===== config.mk =====
export PLATFORM = sky130hd
export DESIGN_NAME = ddcl_front
export DESIGN_NICKNAME = d
export VERILOG_FILES = /design/src/pkg/ddcl_pkg.sv /design/src/verilog/ddcl_front.sv
export SDC_FILE = /design/constraint.sdc
export NUM_CORES = 1
export LEC_CHECK = 0
export ABC_AREA = 1
export CORE_UTILIZATION = 50
export DETAILED_ROUTE_END_ITERATION = 16
export DONT_BUFFER_PORTS = 1
export GPL_ROUTABILITY_DRIVEN = 0
export REMOVE_ABC_BUFFERS = 1
export SLEW_MARGIN = 10
export SYNTH_ARGS = -nofsm -noshare
export SYNTH_HDL_FRONTEND = slang
export SYNTH_SLANG_ARGS = --single-unit

===== constraint.sdc =====
create_clock -name mclk -period 6.5 [get_ports mclk]
set_input_delay 1.625 -clock mclk [delete_from_list [all_inputs] [get_ports mclk]]
set_output_delay 1.625 -clock mclk [all_outputs]
set_load 0.005 [all_outputs]

===== src/pkg/ddcl_pkg.sv =====
// Package for the down-converter output and serial link front.
// Assumes one clock (mclk) and an APB master with 32-bit data.
package ddcl_pkg;
    localparam logic [11:0] ADDR_CTRL   = 12'h000;
    localparam logic [11:0] ADDR_FRAME  = 12'h004;
    localparam logic [11:0] ADDR_STAT   = 12'h008;
    localparam int CTRL_MODE_LSB   = 0;
    localparam int CTRL_BOOST_BIT  = 4;
    localparam int CTRL_ENC64_BIT  = 5;
    localparam int CTRL_FEC_BIT    = 6;
    localparam int CTRL_NCOSYN_BIT = 7;
    localparam int CTRL_EN_BIT     = 8;
    localparam int CTRL_LANES_LSB  = 12;
    localparam logic [31:0] CTRL_RESET  = 32'h0001_0000;
    localparam logic [7:0]  FRAME_RESET = 8'h1F;
    localparam int LANES_MAX = 16;
    localparam logic [4:0] LANES_RESET = 5'h10;
    localparam logic [1:0] ILAS_LAST_MF = 2'h3;
    localparam logic [7:0] CHAR_K28_5 = 8'hBC;
    localparam logic [7:0] CHAR_K28_0 = 8'h1C;
    localparam logic [7:0] CHAR_K28_3 = 8'h7C;
    localparam logic [1:0] SH_DATA = 2'h1;
    localparam int ACC_W = 21;
    typedef enum logic [2:0] {MODE_BYPASS, MODE_DEC4, MODE_DEC8, MODE_DEC16, MODE_DEC32} ddcl_mode_t;
    typedef enum logic [2:0] {L_IDLE, L_CGS, L_WAIT, L_ILAS, L_DATA, L_BLKWAIT, L_BLK} ddcl_link_t;
    typedef struct packed {
        logic signed [15:0] i;
        logic signed [15:0] q;
        logic               ovrA;
        logic               ovrB;
    } ddcl_iq_t;
    typedef struct packed {
        logic [15:0] iWord;
        logic [15:0] qWord;
        logic        complexOut;
        logic        valid;
    } ddcl_out_t;
    typedef struct packed {
        logic [1:0] header;
        logic       ctrlChar;
        logic [7:0] octet;
    } ddcl_lane_t;
endpackage


===== src/verilog/ddcl_front.sv =====
// Down-converter output formatting, decimation and serial link framing.
// Assumes APB master on mclk; syncN and sysref are asynchronous pins.
`timescale 1ns/1ns
module ddcl_front
    import ddcl_pkg::*;
(
    input  wire logic             mclk,
    input  wire logic             rst,
    input  wire logic             psel,
    input  wire logic             penable,
    input  wire logic             pwrite,
    input  wire logic [11:0]      paddr,
    input  wire logic [31:0]      pwdata,
    output logic      [31:0]      prdata,
    output logic                  pready,
    output logic                  pslverr,
    input  wire ddcl_pkg::ddcl_iq_t sampleIn,
    input  wire logic             sampleValid,
    input  wire logic             syncN,
    input  wire logic             sysref,
    output ddcl_pkg::ddcl_out_t   outWord,
    output ddcl_pkg::ddcl_lane_t  lanes [ddcl_pkg::LANES_MAX],
    output logic                  fecOn,
    output logic                  ncoSyncTrig
);
    import ddcl_pkg::*;

    logic [31:0]      ctrl_reg, ctrl_next;
    logic [7:0]       frame_reg, frame_next;
    logic [31:0]      rdata_reg, rdata_next;
    logic             errHit;
    logic [2:0]       syncSh_reg, syncSh_next;
    logic [2:0]       refSh_reg, refSh_next;
    logic [7:0]       lmfc_reg, lmfc_next;
    logic [1:0]       mf_reg, mf_next;
    ddcl_link_t       state_reg, state_next;
    logic signed [ACC_W-1:0] accI_reg, accI_next, accQ_reg, accQ_next;
    logic [4:0]       dec_reg, dec_next;
    logic             ovA_reg, ovA_next, ovB_reg, ovB_next;
    ddcl_out_t        out_reg, out_next;
    ddcl_lane_t       lane_reg [LANES_MAX];
    ddcl_lane_t       lane_next [LANES_MAX];
    logic             nco_reg, nco_next;

    ddcl_mode_t mode;
    logic boost, enc64, linkEn, access, syncLvl, syncRise, syncFall, refRise, mfEdge;
    logic [4:0] laneCnt;
    logic [2:0] shift;
    logic [4:0] decLast;
    logic signed [ACC_W-1:0] sumI, sumQ;
    logic [15:0] scaledI, scaledQ;

    // Saturating scale of a window sum to 16 bits
    function automatic logic [15:0] scale(input logic signed [ACC_W-1:0] s,
                                          input logic [2:0] sh);
        logic signed [ACC_W-1:0] v;
        v = s >>> sh;
        if (v > 21'sd32767) scale = 16'h7FFF;
        else if (v < -21'sd32768) scale = 16'h8000;
        else scale = v[15:0];
    endfunction

    assign mode    = ddcl_mode_t'(ctrl_reg[CTRL_MODE_LSB +: 3]);
    assign boost   = ctrl_reg[CTRL_BOOST_BIT];
    assign enc64   = ctrl_reg[CTRL_ENC64_BIT];
    assign linkEn  = ctrl_reg[CTRL_EN_BIT];
    assign laneCnt = ctrl_reg[CTRL_LANES_LSB +: 5];
    assign access  = psel & penable;
    // Only the second and third flops are read; the first is left alone
    assign syncLvl  = syncSh_reg[1];
    assign syncRise = syncSh_reg[1] & ~syncSh_reg[2];
    assign syncFall = ~syncSh_reg[1] & syncSh_reg[2];
    assign refRise  = refSh_reg[1] & ~refSh_reg[2];
    assign mfEdge   = (lmfc_reg == frame_reg);
    assign fecOn    = enc64 & ctrl_reg[CTRL_FEC_BIT];
    assign ncoSyncTrig = nco_reg;
    assign outWord  = out_reg;
    assign prdata   = rdata_reg;
    assign pready   = 1'b1;
    // Combinational so the error stands beside pready in the access phase
    assign pslverr  = errHit;

    // Register file; writes commit at the access phase
    always_comb begin
        ctrl_next  = ctrl_reg;
        frame_next = frame_reg;
        rdata_next = rdata_reg;
        errHit     = 1'b0;
        if (psel & ~penable) begin
            rdata_next = 32'h0000_0000;
            case (paddr)
                ADDR_CTRL:  rdata_next = ctrl_reg;
                ADDR_FRAME: rdata_next = {24'h00_0000, frame_reg};
                ADDR_STAT:  rdata_next = {20'h0_0000, mf_reg, lmfc_reg[4:0],
                                          syncLvl, 1'b0, state_reg};
                default:    rdata_next = 32'h0000_0000;
            endcase
        end
        if (access) begin
            case (paddr)
                ADDR_CTRL:  if (pwrite) ctrl_next = pwdata & 32'h0001_F1F7;
                ADDR_FRAME: if (pwrite) frame_next = pwdata[7:0];
                ADDR_STAT:  errHit = pwrite;
                default:    errHit = 1'b1;
            endcase
        end
    end

    // Decimation by window sum; 6.02 dB boost drops one shift step
    always_comb begin
        case (mode)
            MODE_DEC4:  begin shift = 3'h2; decLast = 5'h03; end
            MODE_DEC8:  begin shift = 3'h3; decLast = 5'h07; end
            MODE_DEC16: begin shift = 3'h4; decLast = 5'h0F; end
            MODE_DEC32: begin shift = 3'h5; decLast = 5'h1F; end
            default:    begin shift = 3'h0; decLast = 5'h00; end
        endcase
        if (boost && mode != MODE_BYPASS) shift = shift - 3'h1;
        sumI = accI_reg + ACC_W'(sampleIn.i);
        sumQ = accQ_reg + ACC_W'(sampleIn.q);
        scaledI = scale(sumI, shift);
        scaledQ = scale(sumQ, shift);
        accI_next = accI_reg;
        accQ_next = accQ_reg;
        dec_next  = dec_reg;
        ovA_next  = ovA_reg;
        ovB_next  = ovB_reg;
        out_next  = out_reg;
        out_next.valid = 1'b0;
        if (sampleValid) begin
            if (mode == MODE_BYPASS || mode > MODE_DEC32) begin
                out_next.iWord = {sampleIn.i[15:1], sampleIn.ovrA};
                out_next.qWord = 16'h0000;
                out_next.complexOut = 1'b0;
                out_next.valid = 1'b1;
            end else if (dec_reg >= decLast) begin
                out_next.iWord = {scaledI[15:1], ovA_reg | sampleIn.ovrA};
                out_next.qWord = {scaledQ[15:1], ovB_reg | sampleIn.ovrB};
                out_next.complexOut = 1'b1;
                out_next.valid = 1'b1;
                accI_next = '0;
                accQ_next = '0;
                dec_next  = 5'h00;
                ovA_next  = 1'b0;
                ovB_next  = 1'b0;
            end else begin
                accI_next = sumI;
                accQ_next = sumQ;
                dec_next  = dec_reg + 5'h01;
                ovA_next  = ovA_reg | sampleIn.ovrA;
                ovB_next  = ovB_reg | sampleIn.ovrB;
            end
        end
    end

    // Multiframe / extended multiblock counter and link state
    always_comb begin
        syncSh_next = {syncSh_reg[1:0], syncN};
        refSh_next  = {refSh_reg[1:0], sysref};
        lmfc_next   = mfEdge ? 8'h00 : lmfc_reg + 8'h01;
        if (refRise) lmfc_next = 8'h00;
        mf_next    = mf_reg;
        state_next = state_reg;
        // Oscillator trigger only; never steers the 64b/66b link
        nco_next = enc64 & ctrl_reg[CTRL_NCOSYN_BIT] & syncFall;
        case (state_reg)
            L_IDLE:    if (linkEn) state_next = enc64 ? L_BLKWAIT : L_CGS;
            L_CGS:     if (syncRise) state_next = L_WAIT;
            L_WAIT:    if (mfEdge) begin
                state_next = L_ILAS;
                mf_next = 2'h0;
            end
            L_ILAS:    if (mfEdge) begin
                mf_next = mf_reg + 2'h1;
                if (mf_reg == ILAS_LAST_MF) state_next = L_DATA;
            end
            L_DATA:    state_next = L_DATA;
            L_BLKWAIT: if (mfEdge) state_next = L_BLK;
            L_BLK:     state_next = L_BLK;
            default:   state_next = L_IDLE;
        endcase
        // A low SYNC restarts code group sync in 8b/10b only
        if (!enc64 && !syncLvl && state_reg inside {L_WAIT, L_ILAS, L_DATA})
            state_next = L_CGS;
        if (!linkEn || (enc64 != (state_reg inside {L_BLKWAIT, L_BLK})
                        && state_reg != L_IDLE))
            state_next = L_IDLE;
    end

    // Lane mapping: in L_DATA and L_BLK, lane n below laneCnt carries octet n mod 4 of the current I/Q pair
    always_comb begin
        logic [31:0] pair;
        pair = {out_reg.iWord, out_reg.qWord};
        for (int n = 0; n < LANES_MAX; n++) begin
            lane_next[n] = '0;
            if (5'(n) < laneCnt) begin
                lane_next[n].octet = pair[8*(3-(n%4)) +: 8];
                case (state_reg)
                    L_CGS, L_WAIT: begin
                        lane_next[n].octet = CHAR_K28_5;
                        lane_next[n].ctrlChar = 1'b1;
                    end
                    L_ILAS: begin
                        // Ramp filler keeps ILAS deterministic per lane
                        lane_next[n].octet = lmfc_reg;
                        if (lmfc_reg == 8'h00) begin
                            lane_next[n].octet = CHAR_K28_0;
                            lane_next[n].ctrlChar = 1'b1;
                        end else if (mfEdge) begin
                            lane_next[n].octet = CHAR_K28_3;
                            lane_next[n].ctrlChar = 1'b1;
                        end
                    end
                    L_BLK:  lane_next[n].header = SH_DATA;
                    L_DATA: lane_next[n].header = 2'h0;
                    default: lane_next[n].octet = 8'h00;
                endcase
            end
        end
    end

    // All state runs on the one device clock
    always_ff @(posedge mclk) begin
        if (rst) begin
            ctrl_reg   <= CTRL_RESET;
            frame_reg  <= FRAME_RESET;
            rdata_reg  <= 32'h0000_0000;
            // Idle-high reset level, so no false SYNC edge follows reset
            syncSh_reg <= 3'h7;
            refSh_reg  <= 3'h0;
            lmfc_reg   <= 8'h00;
            mf_reg     <= 2'h0;
            state_reg  <= L_IDLE;
            accI_reg   <= '0;
            accQ_reg   <= '0;
            dec_reg    <= 5'h00;
            ovA_reg    <= 1'b0;
            ovB_reg    <= 1'b0;
            out_reg    <= '0;
            nco_reg    <= 1'b0;
            for (int n = 0; n < LANES_MAX; n++) lane_reg[n] <= '0;
        end else begin
            ctrl_reg   <= ctrl_next;
            frame_reg  <= frame_next;
            rdata_reg  <= rdata_next;
            syncSh_reg <= syncSh_next;
            refSh_reg  <= refSh_next;
            lmfc_reg   <= lmfc_next;
            mf_reg     <= mf_next;
            state_reg  <= state_next;
            accI_reg   <= accI_next;
            accQ_reg   <= accQ_next;
            dec_reg    <= dec_next;
            ovA_reg    <= ovA_next;
            ovB_reg    <= ovB_next;
            out_reg    <= out_next;
            nco_reg    <= nco_next;
            for (int n = 0; n < LANES_MAX; n++) lane_reg[n] <= lane_next[n];
        end
    end

    assign lanes = lane_reg;
endmodule // ddcl_front


==> summary.txt, run 1 <==
Run status
  – Status: complete, no violations

GRT
  – Met1 Usage GRT: 35.4%
  – Remaining global-route overflow: 0
  – Routing usage on met3: 5.09%
  – First-pass GRT wire length: 70700 um
  – Largest net degree at the start of global routing: 84
  – Vias in the first global route: 12.9k
  – Initial antenna violation count: 0
  – GRT busiest layer: met2
  – Met2 GRT Util: 49.4%
  – Gr usage total: 28.6%

Route
  – DRC errors left: 0
  – DR WL/cell: 17.5 um
  – Final wirelength: 45800 um
  – Via count: 14.2k
  – Pre-antenna DRT Iters: 5
  – 1st-iter DRT viols: 1021
  – Antenna Nets Post-Route: 0
  – DR vias/cell: 5.41

Final layout
  – Fin nets: 2345
  – Layout Cells excl Fill: 2618
  – Core Util, Final: 55.6%
  – P&R area growth vs syn: 8.42%
  – Fraction of layout cells with a size suffix above 1: 6.91%
  – Number of flip-flops in the largest register: 160
  – Final Cell Area: 0.0166 mm2
  – Antenna Cells: 0

Power and ir drop
  – Power Density: 246 mW/mm2
  – Worst vdd ir: 160 uV
  – Leak pwr: 7.84 nW

Worst setup path
  – Worst Setup SP: paddr[5]
  – Delay-heaviest family, CP: simple AND/OR/NAND/NOR gates
  – CP Depth: 5
  – Most numerous cell on the critical path: nor4_1
  – Slowest Stage Delay on Critical Path: 0.47 ns
  – Crit path to: pslverr
  – Crit path max-delay cell type: nor4_1
  – Crit path DAT: 3.08 ns
  – Crit-path cells: nor4_1, nand2_1, nor4_1, nor3_1, a32o_1
  – Critical path class: in2out
  – Reg-to-reg startpoint: ctrl_reg[1]
  – Worst Reg-to-Reg Cells: 13
  – Reg2Reg Setup Slack: 2.54 ns
  – Critical path endpoint category: primary output
  – Critical path data required time: 4.88 ns
  – Crit start category: input port
  – WP buf/inv: 0
  – Reg-to-Reg End: outWord[20]
  – Worst-path fanout max: 3

Synthesis
  – Synth async-reset ratio: 0%
  – Synthesized cell area: 0.0153 mm2
  – Post-synth top cells: 572 x nand2_1, 301 x dfxtp_1, 245 x inv_1, 242 x nand3_1, 206 x nor2_1
  – Post-synthesis xor/xnor area fraction: 1.70%
  – #FFs+latches synth: 301
  – Synth Area in Compound Gates: 12.2%
  – Yosys top cell by area: dfxtp_1
  – Seq/Total Area, Yosys: 39.3%
  – Largest family of logic cells by synthesized area: simple AND/OR/NAND/NOR gates
  – Top cells by area, synth: dfxtp_1 39%, nand2_1 14%, nand3_1 7.9%, inv_1 6.0%, a21oi_1 5.9%
  – Synth warn: 0
  – Post-Synth Simple-Gate Area: 32.1%
  – Post-synth cell types: 56
  – Post-synthesis mux area share: 0.0652%
  – Post-synthesis adder-cell area fraction: 4.50%
  – Post-synth top flop: dfxtp_1
  – Syn Inst Count: 2233
  – Count leader, synth: nand2_1
  – Post-synth EDFFs: 0
  – Mean Syn Cell Area: 6.87 um2
  – Top-area cell type share of the netlist area: 39.3%

Place
  – Post-DP HPWL: 35600 um
  – DP Cell Count: 2559
  – Dpl cell area: 0.0155 mm2
  – Pre-CTS WS: 1.66 ns
  – Port bufs: 0

Worst hold path
  – Min-delay src: syncSh_reg[0]
  – Hold Path Class: reg2reg

Job
  – Max Cap Violations: 0

Timing
  – RSZ-0062 raised after global routing: false
  – Setup ws final: 1.79 ns
  – Setup TNS: 0 ns
  – Slew HR: 21.1%
  – Worst-Margin Slew: 1.18 ns
  – # setup viols final: 0
  – Fin crit period: 4.71 ns
  – Final hold violations: 0
  – Max Freq: 213 MHz
  – Final worst path period share: 72.4%
  – Clock Skews: 0.0242 ns
  – Max-slew violations: 0

Clocking
  – CTS Root Cell: clkbuf_16
  – Clock Tree Buf Depth: 3
  – Cts bufs inserted: 34
  – CTS tree: done
  – Hold_buf cts: 0
  – Clock slew at reported path FFs: 0.06 ns
  – Postcts setup bufs: 0
  – Resized Gates After CTS: 0
  – Clock sinks: 301
  – Clk_lat worst skew: 0.53 ns
  – H-tree depth: 2

Floorplan
  – Row cnt: 63
  – # IOs: 332
  – Total core area: 0.0300 mm2
  – Initial core utilization: 51.2%
  – Horiz. Die Dim: 177 um
  – Die area: 0.0314 mm2
  – Die height: 177 um
-- cells by family after synthesis --
logic type / Yosys count
other cells: 2
compound gates: 337
fa+ha+maj: 54
simple gates: 1143
buf+inv: 366
mux: 1
flops: 301
xor+xnor: 29
-- metal layers --
| metal | wire, um | vias to the layer above |
|---|---|---|
| li1 | - | 7116 |
| met1 | 19400 | 6475 |
| met2 | 22000 | 476 |
| met3 | 3020 | 95 |
| met4 | 1480 | 0 |
| met5 | 0 | - |
-- per-stage QoR --
stage	total power, mW	hold slack (ns)
final	4.09	0.404
after global routing	4.23	0.448
after CTS	4.12	0.416
after detailed placement	2.13	0.397
after global placement	2.13	0.396
after floorplan	2.07	0.388
-- final cells by class --
| class | instances | area (um2) |
|---|---|---|
| Timing Repair Buffer | 9 | 67.6 |
| Multi-Input combinational cell | 1596 | 7890 |
| Sequential cell | 301 | 6030 |
| Fill cell | 2985 | 13300 |
| Clock buffer | 43 | 945 |
| Clock inverter | 16 | 240 |
| Tap cell | 390 | 488 |
| Inverter | 263 | 987 |
-- worst min path at each step --
stage / slack (ns) / depth (start not counted) / to
floorplan: 0.39 / 2 / refSh_reg[1]
global placement: 0.40 / 1 / syncSh_reg[1]
detailed placement: 0.40 / 1 / syncSh_reg[1]
CTS: 0.42 / 1 / syncSh_reg[1]
global route: 0.45 / 1 / syncSh_reg[1]
finish: 0.40 / 1 / syncSh_reg[1]
-- layout by cell type (no fill, tap or decap), types with 5 or more instances in the layout --
cell type / instances
o21ai_0: 87
clkinv_1: 6
a21oi_1: 182
nand2_2: 34
o21bai_1: 5
clkinv_2: 5
nor3_1: 25
nand4_1: 27
a21oi_2: 12
o22ai_1: 8
a31oi_1: 5
nor2_1: 204
dfxtp_1: 301
nor4_1: 6
nand3_1: 242
buf_4: 9
xor2_1: 18
o21ai_1: 7
o211ai_1: 11
nor2_2: 8
nand3_2: 7
clkbuf_16: 34
clkbuf_8: 6
ha_1: 52
conb_1: 32
nand2_1: 572
inv_2: 12
or2_2: 6
xnor2_1: 10
inv_1: 245
-- worst register-to-register path: stages (launching register included) --
cell	delay, ns
dfxtp_1	0.35
nor2_1	0.29
o21ai_0	0.21
ha_1	0.34
a21oi_1	0.14
nor2_1	0.05
a2111oi_0	0.36
nand2_1	0.17
inv_1	0.11
nand2_1	0.08
nand2_1	0.81
inv_1	0.51
o21ai_0	0.35
a21oi_1	0.08
-- where the power goes --
group,switching [mW],total (mW),internal [mW],leakage (nW)
logic,0.153,0.216,0.0625,4.83
registers,0.0177,1.88,1.86,2.43
clock network,0.798,2.00,1.20,0.575
Note: power is estimated with default switching activity, not from simulation.
==> inputs of run 2 (changes only) <==
--- a/config.mk
+++ b/config.mk
@@ -10,6 +10,7 @@
 export DETAILED_ROUTE_END_ITERATION = 16
 export DONT_BUFFER_PORTS = 1
 export GPL_ROUTABILITY_DRIVEN = 0
+export PLACE_DENSITY = 0.68
 export REMOVE_ABC_BUFFERS = 1
 export SLEW_MARGIN = 10
 export SYNTH_ARGS = -nofsm -noshare
==> constraint.sdc (replaced) <==
create_clock -name mclk -period 4.3 [get_ports mclk]
set_input_delay 1.075 -clock mclk [delete_from_list [all_inputs] [get_ports mclk]]
set_output_delay 1.075 -clock mclk [all_outputs]
set_load 0.005 [all_outputs]
==> run 2 against run 1 <==
  * Combinational power up 51%
  * Critical path depth up 8
  * Die area unchanged
  * Clock skew down 0.0093 ns
  * Flip-flop and latch count unchanged
  * Clock-buffer cell count down 5
  * Design area down 0.25%
  * Register-to-register slack worse by 1.9 ns
  * First-iteration DRC count up 2.5%
  * Largest power group is now sequential cells
==> summary.txt, run 2 (synthesis results as in run 1) <==
Place
  – Port bufs: 0
  – DP Cell Count: 2566
  – Post-DP HPWL: 35000 um
  – Pre-CTS WS: 0.119 ns

Final layout
  – Fraction of layout cells with a size suffix above 1: 7.17%
  – Most frequent cells in the layout: 572 x nand2_1, 301 x dfxtp_1, 245 x inv_1
  – Number of flip-flops in the largest register: 160
  – Fin nets: 2349
  – Layout Cells excl Fill: 2623
  – Commonest non-fill, non-tap cell in the layout: nand2_1
  – P&R area growth vs syn: 8.15%
  – Antenna Cells: 0

Clocking
  – Resized Gates After CTS: 0
  – Clock Tree Buf Depth: 3
  – Clock slew at reported path FFs: 0.06 ns
  – CTS Root Cell: clkbuf_16
  – Clock sinks: 301
  – Postcts setup bufs: 0
  – Clk_lat worst skew: 0.59 ns
  – CTS tree: done
  – Hold_buf cts: 0
  – Cts bufs inserted: 31
  – H-tree depth: 1

Power and ir drop
  – Int Pwr: 4.57 mW
  – Clk pwr share: 47.3%
  – Comb power frac: 5.4%
  – Leak pwr: 7.82 nW
  – Worst vdd ir: 307 uV
  – Switching power of the nets: 1.44 mW
  – Reg power frac: 47.2%
  – Power Density: 362 mW/mm2
  – Switching Share: 24.0%

Floorplan
  – # IOs: 332
  – Total core area: 0.0300 mm2
  – Die area: 0.0314 mm2
  – Horiz. Die Dim: 177 um
  – Die height: 177 um
  – Row cnt: 63
  – Initial core utilization: 51.2%

Timing
  – Clock Skews: 0.0149 ns
  – Final hold violations: 0
  – RSZ-0062 raised after global routing: false
  – Setup ws final: 0.672 ns
  – Setup TNS: 0 ns
  – Slew HR: 36.1%
  – Worst-Margin Slew: 0.954 ns
  – Max Freq: 276 MHz
  – Final worst path period share: 84.4%
  – Fin crit period: 3.63 ns
  – Max-slew violations: 0
  – # setup viols final: 0

Worst hold path
  – WHS Path Cells: 1
  – Min-delay src: syncSh_reg[0]
  – Hold Path Class: reg2reg
  – Hold Path Sink: syncSh_reg[1]

Worst setup path
  – Worst-path fanout max: 18
  – Reg-to-Reg End: outWord[20]
  – Crit path DAT: 4.10 ns
  – Critical path endpoint category: flop
  – Crit start category: flop
  – Worst Reg-to-Reg Cells: 13
  – Reg2Reg Setup Slack: 0.67 ns
  – Critical path class: reg2reg
  – Critical path data required time: 4.77 ns
  – Reg-to-reg startpoint: ctrl_reg[1]

Route
  – 1st-iter DRT viols: 1047
  – Pre-antenna DRT Iters: 6
  – DR WL/cell: 17.4 um
  – DR vias/cell: 5.44
  – DRC errors left: 0
  – Final wirelength: 45700 um
  – Via count: 14.3k
  – Antenna Nets Post-Route: 0

GRT
  – Largest net degree at the start of global routing: 84
  – Vias in the first global route: 13.3k
  – Gr usage total: 28.5%
  – First-pass GRT wire length: 71300 um
  – Initial antenna violation count: 0
  – Remaining global-route overflow: 0

Job
  – Max Cap Violations: 0

Run status
  – Status: complete, no violations
==> run 2: cell types whose count changed in the layout (fill, tap and decap cells not counted), sizes merged <==
cell	before	now
inv	257	260
clkinvlp	2	6
buf	9	16
clkbuf	43	38
clkinv	16	12
==> run 2: through the flow <==
stage | area (um2) | utilization [%] | total power, mW | hold slack [ns]
after floorplan | 14900 | - | 3.13 | 0.388
after global placement | 15500 | 51.8 | 3.21 | 0.393
after detailed placement | 15500 | 51.8 | 3.22 | 0.407
after CTS | 16600 | 55.4 | 6.05 | 0.424
after global routing | 16600 | 55.4 | 6.20 | 0.435
final | 16600 | 55.4 | 6.00 | 0.417
==> run 2: power by group through the flow <==
stage / clock network, mW / registers, mW / logic (mW)
floorplan: 0 / 2.88 / 0.244
global placement: 0 / 2.90 / 0.315
detailed placement: 0 / 2.90 / 0.319
CTS: 2.89 / 2.84 / 0.322
global route: 2.99 / 2.84 / 0.371
finish: 2.84 / 2.84 / 0.326
==> run 2: critical path, stage by stage, from the launching register on <==
cell       delay, ns
dfxtp_1         0.35
nor2_1          0.29
o21ai_0         0.18
ha_1            0.34
a21oi_1         0.18
nor2_1          0.06
a2111oi_0       0.47
nand2_1         0.21
inv_1           0.12
nand2_1         0.08
nand2_1         0.46
inv_1           0.39
o21ai_0         0.31
a21oi_1         0.06
==> run 2: final cells by class <==
class                   instances  area, um2
fillers                      2870      13400
multi-input cells            1596       7890
flip-flops and latches        301       6030
inverters                     263        987
clock buffers                  38        852
well taps                     390        488
clock inverters                19        239
repair buffers                 16        120
==> run 2: worst max-delay path by stage <==
stage,from,slack (ns),end,cells past startpoint
floorplan,ctrl_reg[2],0.46,outWord[10],20
global route,ctrl_reg[1],0.23,outWord[3],18
finish,ctrl_reg[1],0.67,outWord[20],13
CTS,ctrl_reg[1],0.70,outWord[14],18
detailed placement,sampleIn[2],0.12,outWord[14],24
global placement,sampleIn[2],0.20,outWord[14],24
==> run 2: routing by layer <==
layer | track usage (%) | part of all wire (%) | up-vias
met5 | 0 | 0 | -
met3 | 5.65 | 7.4 | 108
met4 | 9.73 | 3.5 | 0
met2 | 50.8 | 49 | 547
met1 | 33.8 | 40 | 6509
li1 | - | - | 7112
==> inputs of run 3 (changes only) <==
==> constraint.sdc (replaced) <==
create_clock -name mclk -period 3.3 [get_ports mclk]
set_input_delay 0.825 -clock mclk [delete_from_list [all_inputs] [get_ports mclk]]
set_output_delay 0.825 -clock mclk [all_outputs]
set_load 0.005 [all_outputs]
==> run 3 against run 2 <==
  * Global-route usage grew 0.46 points
  * Wire length increased by 1.8%
  * Design area rose by 4.6%
  * Non-clock buffer count up 104
  * Via count increased by 2.7%
  * Die area is the same
  * Clock power grew 20%
  * First-iteration DRC count rose by 14%
  * Cell count grew 3.9%
  * Critical endpoint is now pslverr
  * Power increased by 26%
  * Register-to-register slack got worse by 0.39 ns
  * Largest power group unchanged
  * Clock skew is 0.012 ns higher
==> summary.txt, run 3 (synthesis results as in run 1) <==
Job
  – Max Cap Violations: 0

GRT
  – Gr usage total: 29.0%
  – Vias in the first global route: 13.4k
  – Initial antenna violation count: 0
  – Remaining global-route overflow: 0
  – Largest net degree at the start of global routing: 84
  – First-pass GRT wire length: 72300 um

Place
  – Pre-CTS WS: -0.243 ns
  – Dpl cell area: 0.0163 mm2
  – Post-DP HPWL: 36300 um
  – Port bufs: 0

Route
  – 1st-iter DRT viols: 1195
  – DR WL/cell: 17.1 um
  – Via count: 14.7k
  – Antenna Nets Post-Route: 0
  – Metal2 WL: 23100 um
  – Metal1 wirelength: 19200 um
  – Final wirelength: 46500 um
  – Pre-antenna DRT Iters: 5
  – DRC errors left: 0
  – DR top layer: met4
  – Met3 WL post-DR: 2820 um
  – DR vias/cell: 5.38

Floorplan
  – Die height: 177 um
  – Total core area: 0.0300 mm2
  – Row cnt: 63
  – Horiz. Die Dim: 177 um
  – Die area: 0.0314 mm2
  – # IOs: 332
  – Initial core utilization: 51.2%

Final layout
  – Final Cell Area: 0.0174 mm2
  – Core Util, Final: 58.0%
  – Antenna Cells: 0
  – P&R area growth vs syn: 13.1%
  – Most frequent cells in the layout: 570 x nand2_1, 301 x dfxtp_1, 245 x inv_1
  – Commonest non-fill, non-tap cell in the layout: nand2_1
  – Number of flip-flops in the largest register: 160
  – Fin nets: 2453
  – Fraction of layout cells with a size suffix above 1: 11.3%

Worst setup path
  – Crit start category: input port
  – Critical path endpoint category: primary output
  – Crit path DAT: 2.23 ns
  – Reg2Reg Setup Slack: 0.28 ns
  – Worst-path fanout max: 7
  – Critical path data required time: 2.47 ns
  – Critical path class: in2out

Timing
  – Final hold violations: 0
  – Max-slew violations: 0
  – Setup TNS: 0 ns
  – # setup viols final: 0
  – Final worst path period share: 92.5%
  – Clock Skews: 0.0266 ns
  – Max Freq: 327 MHz
  – Setup ws final: 0.246 ns
  – Hold_ws: 0.309 ns
  – Fin crit period: 3.05 ns
  – Slew HR: 37.1%
  – Worst-Margin Slew: 0.943 ns

Power and ir drop
  – Switching power of the nets: 1.85 mW
  – Int Pwr: 5.73 mW
  – Power Density: 437 mW/mm2
  – Worst vdd ir: 433 uV
  – Clk pwr share: 44.8%
  – Comb power frac: 6.5%
  – Reg power frac: 48.7%
  – Switching Share: 24.4%
  – Leak pwr: 8.30 nW

Clocking
  – CTS tree: done
  – Clk_lat worst skew: 0.58 ns
  – Hold_buf cts: 0
  – CTS Root Cell: clkbuf_16
  – Clock sinks: 301
  – H-tree depth: 1
  – Clock Tree Buf Depth: 3
  – Cts bufs inserted: 31
  – Clock slew at reported path FFs: 0.06 ns

Run status
  – Status: complete, no violations

Worst hold path
  – Hold Path Class: in2reg
==> run 3: worst max-delay path, stage by stage <==
cell	delay (ns)
nor4_1	0.44
nand2_1	0.18
nor3_2	0.39
nor3_1	0.13
a32o_1	0.26
==> run 3: final cells by class <==
cell class                      count  area, um2
Fill cell                        2885      12600
Multi-Input combinational cell   1596       7910
Sequential cell                   301       6030
Inverter                          263        992
Timing Repair Buffer              120        955
Clock buffer                       39        836
Tap cell                          390        488
Clock inverter                     17        159
==> run 3: final timing paths <==
| kind | startpoint | endpoint | cells after the start |
|---|---|---|---|
| min reg2reg | syncSh_reg[0] | syncSh_reg[1] | 1 |
| max reg2reg | ctrl_reg[2] | outWord[14] | 21 |
| min | rst | accI_reg[2] | 1 |
| max | paddr[5] | pslverr | 5 |
==> run 3: metal layers <==
| layer | global-route usage [%] | up-vias |
|---|---|---|
| met5 | 0 | - |
| met2 | 52.4 | 496 |
| met1 | 34.6 | 6759 |
| li1 | - | 7325 |
| met4 | 9.09 | 0 |
| met3 | 4.90 | 84 |
==> run 3: what timing repair did <==
action,CTS,global route
gates resized for setup,0,9
buffers inserted,0,1
setup endpoints to repair,0,28
==> run 3: power groups by stage <==
stage | Sequential, mW | Combinational (mW) | Clock [mW]
after floorplan | 3.76 | 0.317 | 0
after global placement | 3.78 | 0.472 | 0
after detailed placement | 3.78 | 0.478 | 0
after CTS | 3.69 | 0.481 | 3.47
after global routing | 3.69 | 0.554 | 3.60
final | 3.70 | 0.492 | 3.40
==> run 3: per-stage QoR <==
stage	std cells	total power, mW
floorplan	2160	4.07
global placement	2669	4.25
detailed placement	2669	4.25
CTS	2725	7.65
global route	2726	7.85
finish	2726	7.59
